===== src/shared/asrx_pkg.sv =====
// Constants, field positions and shared arithmetic of the serial receiver and its remote sender
package asrx_pkg;
  // ----------------------------------------------------------------
  // Transmit status and control fields
  // ----------------------------------------------------------------
  localparam int TSC_SYNC = 4;
  localparam int TSC_HIGH_SPEED = 2;
  localparam int TSC_SHIFT_EMPTY = 1;
  localparam logic [7:0] TSC_RESET = 8'h02;
  localparam logic [7:0] TSC_WMASK = 8'hF5;
  // ----------------------------------------------------------------
  // Receive status and control fields
  // ----------------------------------------------------------------
  localparam int RSC_PORT_EN = 7;
  localparam int RSC_NINE_EN = 6;
  localparam int RSC_SINGLE_EN = 5;
  localparam int RSC_CONT_EN = 4;
  localparam int RSC_ADDR_EN = 3;
  localparam int RSC_FRAME_ERR = 2;
  localparam int RSC_OVERRUN = 1;
  localparam int RSC_NINTH_BIT = 0;
  localparam logic [7:0] RSC_RESET = 8'h00;
  localparam logic [7:0] RSC_WMASK = 8'hF8;
  localparam logic [7:0] BAUD_RESET = 8'h00;
  // ----------------------------------------------------------------
  // Oversampling and buffering
  // ----------------------------------------------------------------
  localparam logic [3:0] PHASE_DECIDE = 4'h9;
  localparam logic [3:0] PHASE_LAST = 4'hF;
  localparam logic [3:0] LAST_BIT_8 = 4'h7;
  localparam logic [3:0] LAST_BIT_9 = 4'h8;
  localparam int FIFO_DEPTH = 8;
  localparam int WORD_W = 10;

  // Generator reload: X for high speed async, 4(X+1)-1 otherwise
  function automatic logic [9:0] brg_reload(input logic [7:0] x, input logic fast);
    brg_reload = fast ? {2'h0, x} : {x, 2'h3};
  endfunction : brg_reload
endpackage : asrx_pkg


===== src/shared/asrx_if.sv =====
// Serial line between the remote sender and the receiver
`timescale 1ns/1ps
interface asrx_if;
  logic line;
  modport dev (input line);
  modport rmt (output line);
endinterface : asrx_if


===== src/hw/asrx_dev.sv =====
// Asynchronous receiver with baud generator and receive FIFO
// Function
// synchronous bit rate is Fosc/(4(X+1))
// divisor is 8-bit, 0 to 255
// x16 sampling, shifter advances once per bit
// software loads divisor and speed before enabling
// runs only with sync clear, port enabled
// ninth-bit enable selects 9-bit frames
// reception only while continuous enable set
// word completion sets flag, raises interrupt
// status shows ninth bit and errors
// buffer read returns low eight bits
// clearing continuous enable clears receive errors; code clears overrun only, framing bit stays with its buffered word
// software sets global and peripheral enables
// address detect plus 9-bit gives multidrop
// priority bit selects interrupt level
// addressed software clears address detect
// async rate Fosc/64(X+1) or Fosc/16(X+1)
// divisor write restarts generator timer
// three samples per bit, majority vote
// address mode keeps only ninth-bit-one words
// framing on low stop, overrun when full
// sender frames start, LSB first, stop
`timescale 1ns/1ps
module asrx_dev (
  input wire logic clk_i,
  input wire logic rst_n_i,
  asrx_if.dev link,
  input wire logic tsc_we_i,
  input wire logic [7:0] tsc_wdata_i,
  input wire logic rsc_we_i,
  input wire logic [7:0] rsc_wdata_i,
  input wire logic baud_we_i,
  input wire logic [7:0] baud_wdata_i,
  input wire logic rbuf_rd_i,
  input wire logic receive_interrupt_enable_i,
  input wire logic receive_interrupt_priority_i,
  output logic [7:0] tsc_o,
  output logic [7:0] rsc_o,
  output logic [7:0] baud_o,
  output logic [7:0] rbuf_o,
  output logic receive_flag_o,
  output logic rx_irq_high_o,
  output logic rx_irq_low_o,
  output logic brg_tick_o
);
  typedef enum logic [1:0] {
    ASRX_IDLE = 2'b00,
    ASRX_START = 2'b01,
    ASRX_DATA = 2'b10,
    ASRX_STOP = 2'b11
  } asrx_state_e;

  logic [7:0] tsc;
  logic [7:0] rsc_ctl;
  logic [7:0] baud_divisor;
  logic [9:0] brg_cnt;
  logic brg_tick;
  logic fast;
  logic rx_q1;
  logic rx_q2;
  logic [1:0] samp;
  logic [3:0] phase;
  logic [3:0] bit_cnt;
  logic [8:0] shreg;
  logic overrun_error_flag;
  asrx_state_e state;
  logic rx_en;
  logic bit_val;
  logic decide;
  logic [8:0] word;
  logic keep;
  logic push;
  logic fifo_in_ready;
  logic [asrx_pkg::WORD_W-1:0] head;

  // ----------------------------------------------------------------
  // Control registers
  // ----------------------------------------------------------------
  always_ff @(posedge clk_i) begin
    if (!rst_n_i) begin
      tsc <= asrx_pkg::TSC_RESET;
    end else if (tsc_we_i) begin
      tsc <= tsc_wdata_i & asrx_pkg::TSC_WMASK;
    end
  end

  always_ff @(posedge clk_i) begin
    if (!rst_n_i) begin
      rsc_ctl <= asrx_pkg::RSC_RESET;
    end else if (rsc_we_i) begin
      rsc_ctl <= rsc_wdata_i & asrx_pkg::RSC_WMASK;
    end
  end

  // full 8-bit divisor
  always_ff @(posedge clk_i) begin
    if (!rst_n_i) begin
      baud_divisor <= asrx_pkg::BAUD_RESET;
    end else if (baud_we_i) begin
      baud_divisor <= baud_wdata_i;
    end
  end

  // ----------------------------------------------------------------
  // Baud rate generator
  // ----------------------------------------------------------------
  // high speed only in async mode
  assign fast = tsc[asrx_pkg::TSC_HIGH_SPEED] && !tsc[asrx_pkg::TSC_SYNC];
  assign brg_tick = brg_cnt == 10'h000;

  // sync period 4(X+1)
  // divisor write reloads timer
  always_ff @(posedge clk_i) begin
    if (!rst_n_i) begin
      brg_cnt <= asrx_pkg::brg_reload(asrx_pkg::BAUD_RESET, 1'b0);
    end else if (baud_we_i) begin
      brg_cnt <= asrx_pkg::brg_reload(baud_wdata_i, fast);
    end else if (brg_tick) begin
      brg_cnt <= asrx_pkg::brg_reload(baud_divisor, fast);
    end else begin
      brg_cnt <= brg_cnt - 10'h001;
    end
  end

  always_ff @(posedge clk_i) begin
    if (!rst_n_i) begin
      brg_tick_o <= 1'b0;
    end else begin
      brg_tick_o <= brg_tick;
    end
  end

  // ----------------------------------------------------------------
  // Data recovery
  // ----------------------------------------------------------------
  always_ff @(posedge clk_i) begin
    if (!rst_n_i) begin
      rx_q1 <= 1'b1;
      rx_q2 <= 1'b1;
    end else begin
      rx_q1 <= link.line;
      rx_q2 <= rx_q1;
    end
  end

  // sample shifter at x16 rate
  always_ff @(posedge clk_i) begin
    if (!rst_n_i) begin
      samp <= 2'h3;
    end else if (brg_tick) begin
      samp <= {samp[0], rx_q2};
    end
  end

  // majority of phases 7, 8, 9
  assign bit_val = (samp[1] & samp[0]) | (samp[1] & rx_q2) | (samp[0] & rx_q2);
  assign decide = brg_tick && (phase == asrx_pkg::PHASE_DECIDE) && (state != ASRX_IDLE);

  // async mode with port enabled
  // continuous enable gates reception
  assign rx_en = rsc_ctl[asrx_pkg::RSC_PORT_EN] && !tsc[asrx_pkg::TSC_SYNC] && rsc_ctl[asrx_pkg::RSC_CONT_EN]
    && !overrun_error_flag;

  // ----------------------------------------------------------------
  // Frame state machine
  // ----------------------------------------------------------------
  always_ff @(posedge clk_i) begin
    if (!rst_n_i) begin
      state <= ASRX_IDLE;
      phase <= 4'h0;
      bit_cnt <= 4'h0;
      shreg <= 9'h000;
    end else if (!rx_en) begin
      state <= ASRX_IDLE;
      phase <= 4'h0;
    end else if (brg_tick) begin
      phase <= phase + 4'h1;
      case (state)
        ASRX_IDLE: begin
          phase <= 4'h1;
          if (!rx_q2) begin
            state <= ASRX_START;
          end
        end
        ASRX_START: begin
          if (decide) begin
            state <= bit_val ? ASRX_IDLE : ASRX_DATA;
            bit_cnt <= 4'h0;
          end
        end
        ASRX_DATA: begin
          // one shift per bit
          if (decide) begin
            shreg <= {bit_val, shreg[8:1]};
            bit_cnt <= bit_cnt + 4'h1;
            // eight or nine data bits
            if (bit_cnt == (rsc_ctl[asrx_pkg::RSC_NINE_EN] ? asrx_pkg::LAST_BIT_9 : asrx_pkg::LAST_BIT_8)) begin
              state <= ASRX_STOP;
            end
          end
        end
        ASRX_STOP: begin
          if (decide) begin
            state <= ASRX_IDLE;
          end
        end
        default: begin
          state <= ASRX_IDLE;
        end
      endcase
    end
  end

  assign word = rsc_ctl[asrx_pkg::RSC_NINE_EN] ? shreg : {1'b0, shreg[8:1]};
  // address mode needs 9-bit frames
  // address enable off keeps all
  // drop words with ninth bit low
  assign keep = !(rsc_ctl[asrx_pkg::RSC_ADDR_EN] && rsc_ctl[asrx_pkg::RSC_NINE_EN] && !word[8]);
  assign push = decide && (state == ASRX_STOP) && keep;

  // overrun when buffer full
  // cleared by dropping continuous enable
  always_ff @(posedge clk_i) begin
    if (!rst_n_i) begin
      overrun_error_flag <= 1'b0;
    end else if (!rsc_ctl[asrx_pkg::RSC_CONT_EN]) begin
      overrun_error_flag <= 1'b0;
    end else if (push && !fifo_in_ready) begin
      overrun_error_flag <= 1'b1;
    end
  end

  // ----------------------------------------------------------------
  // Receive buffer
  // ----------------------------------------------------------------
  // framing error stored with its word
  asrx_fifo #(
    .W(asrx_pkg::WORD_W),
    .D(asrx_pkg::FIFO_DEPTH)
  ) i_asrx_fifo (
    .clk_i(clk_i),
    .rst_n_i(rst_n_i),
    .in_valid_i(push),
    .in_ready_o(fifo_in_ready),
    .in_data_i({!bit_val, word}),
    .out_valid_o(receive_flag_o),
    .out_ready_i(rbuf_rd_i),
    .out_data_o(head)
  );

  // ----------------------------------------------------------------
  // Read side
  // ----------------------------------------------------------------
  // low eight bits of head word
  assign rbuf_o = head[7:0];
  // ninth bit and framing error of head word, overrun from the live flag
  assign rsc_o = {rsc_ctl[7:3], head[9] & receive_flag_o, overrun_error_flag, head[8] & receive_flag_o};
  assign tsc_o = tsc | (8'h01 << asrx_pkg::TSC_SHIFT_EMPTY);
  assign baud_o = baud_divisor;

  // flag raises request when enabled
  // priority selects level
  assign rx_irq_high_o = receive_flag_o && receive_interrupt_enable_i && receive_interrupt_priority_i;
  assign rx_irq_low_o = receive_flag_o && receive_interrupt_enable_i && !receive_interrupt_priority_i;
endmodule : asrx_dev


===== src/hw/asrx_rmt.sv =====


module asrx_fifo #(
  parameter int W = 10,
  parameter int D = 8
) (
  input wire logic clk_i,
  input wire logic rst_n_i,
  input wire logic in_valid_i,
  output logic in_ready_o,
  input wire logic [W-1:0] in_data_i,
  output logic out_valid_o,
  input wire logic out_ready_i,
  output logic [W-1:0] out_data_o
);
  localparam int AW = $clog2(D);
  logic [W-1:0] mem [D];
  logic [AW:0] wr_ptr;
  logic [AW:0] rd_ptr;
  logic push;
  logic pop;

  assign in_ready_o = (wr_ptr[AW-1:0] != rd_ptr[AW-1:0]) || (wr_ptr[AW] == rd_ptr[AW]);
  assign out_valid_o = wr_ptr != rd_ptr;
  assign push = in_valid_i && in_ready_o;
  assign pop = out_valid_o && out_ready_i;
  assign out_data_o = mem[rd_ptr[AW-1:0]];

  always_ff @(posedge clk_i) begin
    if (push) begin
      mem[wr_ptr[AW-1:0]] <= in_data_i;
    end
  end

  always_ff @(posedge clk_i) begin
    if (!rst_n_i) begin
      wr_ptr <= '0;
      rd_ptr <= '0;
    end else begin
      if (push) begin
        wr_ptr <= wr_ptr + 1'b1;
      end
      if (pop) begin
        rd_ptr <= rd_ptr + 1'b1;
      end
    end
  end
endmodule : asrx_fifo


===== src/flat_wrapper.sv =====
// flat-port wrapper written by rule: the top's interface ports become plain ports
module asrx_dev_flat 
  (clk_i, rst_n_i, tsc_we_i, tsc_wdata_i, rsc_we_i, rsc_wdata_i, baud_we_i, baud_wdata_i, rbuf_rd_i, receive_interrupt_enable_i, receive_interrupt_priority_i, tsc_o, rsc_o, baud_o, rbuf_o, receive_flag_o, rx_irq_high_o, rx_irq_low_o, brg_tick_o, link_line);
  asrx_if link_i ();
  input wire logic clk_i;
  input wire logic rst_n_i;
  input wire logic tsc_we_i;
  input wire logic [7:0] tsc_wdata_i;
  input wire logic rsc_we_i;
  input wire logic [7:0] rsc_wdata_i;
  input wire logic baud_we_i;
  input wire logic [7:0] baud_wdata_i;
  input wire logic rbuf_rd_i;
  input wire logic receive_interrupt_enable_i;
  input wire logic receive_interrupt_priority_i;
  output logic [7:0] tsc_o;
  output logic [7:0] rsc_o;
  output logic [7:0] baud_o;
  output logic [7:0] rbuf_o;
  output logic receive_flag_o;
  output logic rx_irq_high_o;
  output logic rx_irq_low_o;
  output logic brg_tick_o;
  input wire logic [$bits(link_i.line)-1:0] link_line;
  assign link_i.line = link_line;
  asrx_dev u_core (.clk_i(clk_i), .rst_n_i(rst_n_i), .link(link_i), .tsc_we_i(tsc_we_i), .tsc_wdata_i(tsc_wdata_i), .rsc_we_i(rsc_we_i), .rsc_wdata_i(rsc_wdata_i), .baud_we_i(baud_we_i), .baud_wdata_i(baud_wdata_i), .rbuf_rd_i(rbuf_rd_i), .receive_interrupt_enable_i(receive_interrupt_enable_i), .receive_interrupt_priority_i(receive_interrupt_priority_i), .tsc_o(tsc_o), .rsc_o(rsc_o), .baud_o(baud_o), .rbuf_o(rbuf_o), .receive_flag_o(receive_flag_o), .rx_irq_high_o(rx_irq_high_o), .rx_irq_low_o(rx_irq_low_o), .brg_tick_o(brg_tick_o));
endmodule

===== config.mk =====
export PLATFORM = sky130hd
export DESIGN_NAME = asrx_dev_flat
export DESIGN_NICKNAME = d
export VERILOG_FILES = /design/src/shared/asrx_pkg.sv /design/src/shared/asrx_if.sv /design/src/hw/asrx_dev.sv /design/src/hw/asrx_rmt.sv /design/src/flat_wrapper.sv
export SDC_FILE = /design/constraint.sdc
export NUM_CORES = 1
export LEC_CHECK = 0
export BUFFER_PORTS_ARGS = -buffer_cell sky130_fd_sc_hd__buf_4
export CAP_MARGIN = 0
export CORE_MARGIN = 4
export CORE_UTILIZATION = 40
export CTS_CLUSTER_SIZE = 8
export DETAILED_ROUTE_END_ITERATION = 10
export PLACE_DENSITY = 0.65
export SKIP_CTS_REPAIR_TIMING = 1
export SKIP_LAST_GASP = 1
export SYNTH_ARGS = -nofsm -noshare
export SYNTH_HDL_FRONTEND = slang
export SYNTH_SLANG_ARGS = --single-unit

===== constraint.sdc =====
create_clock -name clk_i -period 6.4 [get_ports clk_i]
set_input_delay 1.28 -clock clk_i [delete_from_list [all_inputs] [get_ports clk_i]]
set_output_delay 1.28 -clock clk_i [all_outputs]
set_load 0.02 [all_outputs]

After elaboration in Yosys (flattened, before gate mapping)
Memory sizes are Yosys's and may differ from the RTL's. A register that Yosys moved wholly into a read port is not among the register bits.
Cells that the tools add are included.
{"block": "totals", "reg_bits": 63, "ram_bits": 80, "in_bits": 33, "out_inout_bits": 36, "elab_cells": 95, "n_memories": 1}
{"block": "op_classes", "add_sub_neg": 5, "eq_ne": 13, "mux": 21, "bitwise_logic": 7, "reduce_logical": 33}
{"name": "u_core.i_asrx_fifo.mem", "words": 8, "word_bits": 10, "read_ports": 1, "rd_clocked_by_memory_dff": 1, "write_ports": 1, "line": "asrx_rmt.sv:17", "text": "logic [W-1:0] mem [D];"}
{"operator": "2-to-1 mux 10 bit", "count": 4}
{"operator": "adder 4 x 1 -> 4 bit, second input constant", "count": 4}
{"operator": "logical AND 1 bit", "count": 16}
{"operator": "2-to-1 mux 4 bit", "count": 4}
{"operator": "2-to-1 mux 2 bit", "count": 6}
{"operator": "logical NOT 10 bit", "count": 1}
{"operator": "subtractor 10 x 1 -> 10 bit, second input constant", "count": 1}
{"operator": "2-to-1 mux 9 bit", "count": 1}
{"operator": "!= test 2 x 1 -> 1 bit, second input constant", "count": 4}
{"operator": "case mux 2 bit (4 select lines)", "count": 1}
{"operator": "case mux 4 bit (2 select lines)", "count": 1}
{"operator": "logical NOT 1 bit", "count": 7}
{"operator": "2-to-1 mux 3 bit", "count": 2}
{"operator": "AND reduction 6 bit", "count": 1}
{"operator": "bitwise AND 1 bit", "count": 5}
{"operator": "AND reduction 5 bit", "count": 1}
{"operator": "equality test 2 bit, second input constant", "count": 2}
{"operator": "equality test 4 bit", "count": 1}
{"operator": "equality test 4 bit, second input constant", "count": 1}
{"operator": "!= test 4 bit", "count": 1}
{"operator": "AND reduction 2 bit", "count": 2}
{"operator": "AND reduction 4 bit", "count": 1}
{"operator": "nonzero test 2 bit", "count": 2}
{"operator": "!= test 3 bit", "count": 1}
{"operator": "7 further kinds", "count": 9}

Logic depth before layout (Yosys ltp)
{"block": "depth", "ltp_word": 8, "depth_mapped": 7}

By module
From an unflattened synthesis, not the netlist that was laid out.
{"block": "hier_totals", "cells_unflattened": 525, "hier_area_um2": 6540.0}
{"mod": "asrx_fifo", "n_inst": 1, "cells_per_inst": 200, "area_each_um2": 3791.1, "seq_area_each_um2": 2622.5}
{"mod": "asrx_dev", "n_inst": 1, "cells_per_inst": 325, "area_each_um2": 2748.9, "seq_area_each_um2": 1081.0}

Worst setup path before layout
Ideal clock, no wire load.
{"block": "synth_timing", "path_type": "in2out", "from": "input receive_interrupt_enable_i", "to": "output rx_irq_low_o", "arrival_ns": 1.606, "required_time_ns": 5.120, "slack_ns": 3.514, "stages": 2, "path_buffers": 0, "cell_sequence": "nand2_1 -> nor2_1"}
{"block": "synth_via", "elab_chain_cells": 2}
{"item": "from (decl)", "line": "flat_wrapper.sv:14", "text": "input wire logic receive_interrupt_enable_i;"}
{"item": "logical AND 1 bit (2 in a row)", "line": "asrx_dev.sv:265", "text": "assign rx_irq_low_o = receive_flag_o && receive_interrupt_enable_i && !receive_interrupt_priority_i;"}
{"item": "to (decl)", "line": "flat_wrapper.sv:22", "text": "output logic rx_irq_low_o;"}
No other way between the ends.

==> key figures <==
Status
  – Status: finished clean

Yosys
  – Post-synth EDFFs: 80
  – Asr flop ratio synth: 0
  – Post-synthesis instance total: 502
  – Yosys reg bits: 145
  – Distinct cells, synth: 66
  – Sequential share of the synthesized area: 0.578
  – Mapped Area: 0.00640 sq mm
  – Yosys Warn Count: 0
  – Top_reg_cell synth: edfxtp_1
  – Post-synthesis average cell area: 12.8 sq um
  – Syn Nets: 542

Clock network
  – CTS tree: built
  – Clk_lat worst skew: 0.43 ns
  – Clock sinks: 145
  – Clock Tree Root: clkbuf_16
  – Worst-path clk slew: 0.07 ns
  – Clock buffer depth: 2
  – H-tree depth: 4
  – Number of buffers created by CTS: 17

Floorplan
  – Chip width: 135 um
  – Initial Util: 0.415
  – Row count: 45
  – Die ar.: 0.0181 sq mm
  – Die Y: 135 um
  – Core area: 0.0154 sq mm
  – Top-Level Pins: 69

Power
  – Max VDD drop: 0.000185 V
  – Leak: 2.68 nW
  – PwrDens: 275 mW/mm^2

Route
  – Vias per cell: 5.30
  – Wire length per cell: 16.6 um
  – Routed WL: 12800 um
  – Via count: 4114
  – Initial drt markers: 275
  – Final ANT Viol Nets: 0
  – DRC viols: 0
  – TritonRoute pass-1 iters: 4

STA
  – RSZ-0062 raised after global routing: no
  – Clock Skew: 0.00955 ns
  – FMAX: 280 MHz
  – Final Cycle Share: 0.557
  – Setup TNS: 0 ns
  – Post-layout min period: 3.57 ns
  – Fin. max-slew vios: 0
  – Actual slew at the worst max-slew pin: 1.23 ns
  – Final hold viol count: 0
  – Setup violators final: 0
  – Hold Slack: 0.407 ns
  – Relative max-transition margin: 0.179

Final layout
  – Most common cell after layout, fill and taps aside: edfxtp_1
  – Fin nets: 592
  – Layout area overhead: 18.8%
  – Commonest cells after routing, fill and taps aside: edfxtp_1, dfxtp_1, buf_4, nor2_1, mux2i_1
  – N_diodes: 0
  – # fillers: 1397
  – Share of cells above drive strength 1: 0.253

Global route
  – Vias in the first global route: 4171
  – Antenna violations before repair: 0
  – Global-route wire length before repair: 21500 um
  – Total congestion overflow: 0
  – GRT Overall Usage: 0.151
  – Largest net degree at the start of global routing: 39

Critical path
  – Crit. End Element: output port
  – Max FO, Critical Path: 20
  – Critical path class: reg2out
  – WP data required: 5.12 ns
  – Worst reg2reg path depth: 4
  – CP Data Arrival Time: 2.29 ns
  – CP startpoint kind: flop

Placement
  – DPL Wire Length: 8490 um
  – Port buffer count: 61
  – Final Wtd Congestion: 0.769

Job
  – Max-cap check violation count: 0

Worst hold path
  – Worst min path class: reg2reg
  – Hold Crit Depth: 1
[worst paths after layout]
check                                  startpoint                            to  slack (ns)
worst max-delay path                         flop                     rbuf_o[1]        2.83
worst min-delay path                 u_core.rx_q1                  u_core.rx_q2        0.41
worst max register to register  u_core.brg_cnt[2]  u_core.i_asrx_fifo.mem[7][4]        3.23
worst min register to register       u_core.rx_q1                  u_core.rx_q2        0.41
[registers in the layout, indices dropped and copies added (netlist names), named ones only]
name / cells
u_core.rx_q2: 1
u_core.samp: 2
u_core.baud_o: 8
u_core.shreg: 9
u_core.state: 1
u_core.brg_cnt: 10
u_core.rsc_ctl: 5
u_core.i_asrx_fifo.wr_ptr: 4
u_core.phase: 4
u_core.i_asrx_fifo.mem: 80
u_core.overrun_error_flag: 1
u_core.tsc: 6
u_core.brg_tick_o: 1
u_core.bit_cnt: 4
u_core.rx_q1: 1
u_core.i_asrx_fifo.rd_ptr: 4
[Yosys cell counts (3+ instances only)]
cell type   n  area share
mux2_2     16       0.028
edfxtp_1   80        0.38
a21oi_1    21       0.016
o311ai_0    3      0.0041
buf_2       5      0.0039
nor4_2      4      0.0078
mux4_2     20       0.070
ha_1        7       0.014
and3_1      3      0.0029
a22oi_1     4      0.0047
nand3_1    18       0.014
nor3_1      4      0.0031
nand4_1     4      0.0039
inv_1      12      0.0070
o21ai_0    20       0.016
o22ai_1     3      0.0029
xnor2_1     7      0.0096
dfxtp_1    65        0.20
nand2b_1    7      0.0068
o211ai_1    3      0.0035
buf_4       3      0.0035
mux2i_1    34       0.053
nor3b_1     3      0.0035
nor2b_1     4      0.0039
or3_1       6      0.0059
a31oi_1     5      0.0049
clkbuf_1   17       0.010
buf_1       6      0.0035
xor2_1      3      0.0041
nand2_1    32       0.019
nor2_1     37       0.022
[critical path: stages (launching register included)]
cell,delay [ns]
dfxtp_1,0.98
mux4_2,0.43
mux2_2,0.29
buf_4,0.16
[layer usage]
| metal | vias to the layer above | wire length [um] | track usage |
|---|---|---|---|
| met2 | 93 | 6370 | 0.248 |
| met3 | 10 | 557 | 0.0406 |
| met5 | - | 0 | 0 |
| li1 | 1991 | - | - |
| met4 | 0 | 119 | 0.0594 |
| met1 | 2020 | 5800 | 0.192 |
[through the flow]
step | power (mW) | worst slack [ns] | cells | cell area [sq um] | utilization
floorplan | 1.08 | 3.51 | 502 | 6400 | -
global placement | 1.11 | 3.23 | 744 | 7010 | 0.455
detailed placement | 1.12 | 3.19 | 744 | 7010 | 0.455
CTS | 2.12 | 2.78 | 776 | 7610 | 0.493
global route | 2.17 | 2.69 | 776 | 7610 | 0.493
finish | 2.09 | 2.83 | 776 | 7610 | 0.493
[kinds of logic after synthesis]
family	Yosys count	share of synthesized area
DFF	145	0.578
adders and majority gates	8	0.0152
xor gates and xnor gates	10	0.0137
buffers and inverters	45	0.0305
muxes	70	0.152
AOI/OAI and AO/OA	74	0.0723
and+or+nand+nor	148	0.137
other	2	0.00117
[power by group]
part / switching (mW) / leakage, nW / internal [mW]
Combinational: 0.0508 / 1.14 / 0.0442
Sequential: 0.0149 / 1.24 / 0.985
Clock: 0.412 / 0.295 / 0.585
Total: 0.478 / 2.68 / 1.61
[layout make-up]
class / instances / area (sq um) / area share
sequential: 145 / 3700 / 0.487
tap: 211 / 264 / 0.0347
inverter: 12 / 45.0 / 0.00592
clock inverter: 15 / 169 / 0.0222
clock buffer: 17 / 425 / 0.0559
multi-input combinational: 312 / 2520 / 0.331
timing repair buffer: 64 / 480 / 0.0631
Note: power is estimated with default switching activity, not from simulation.
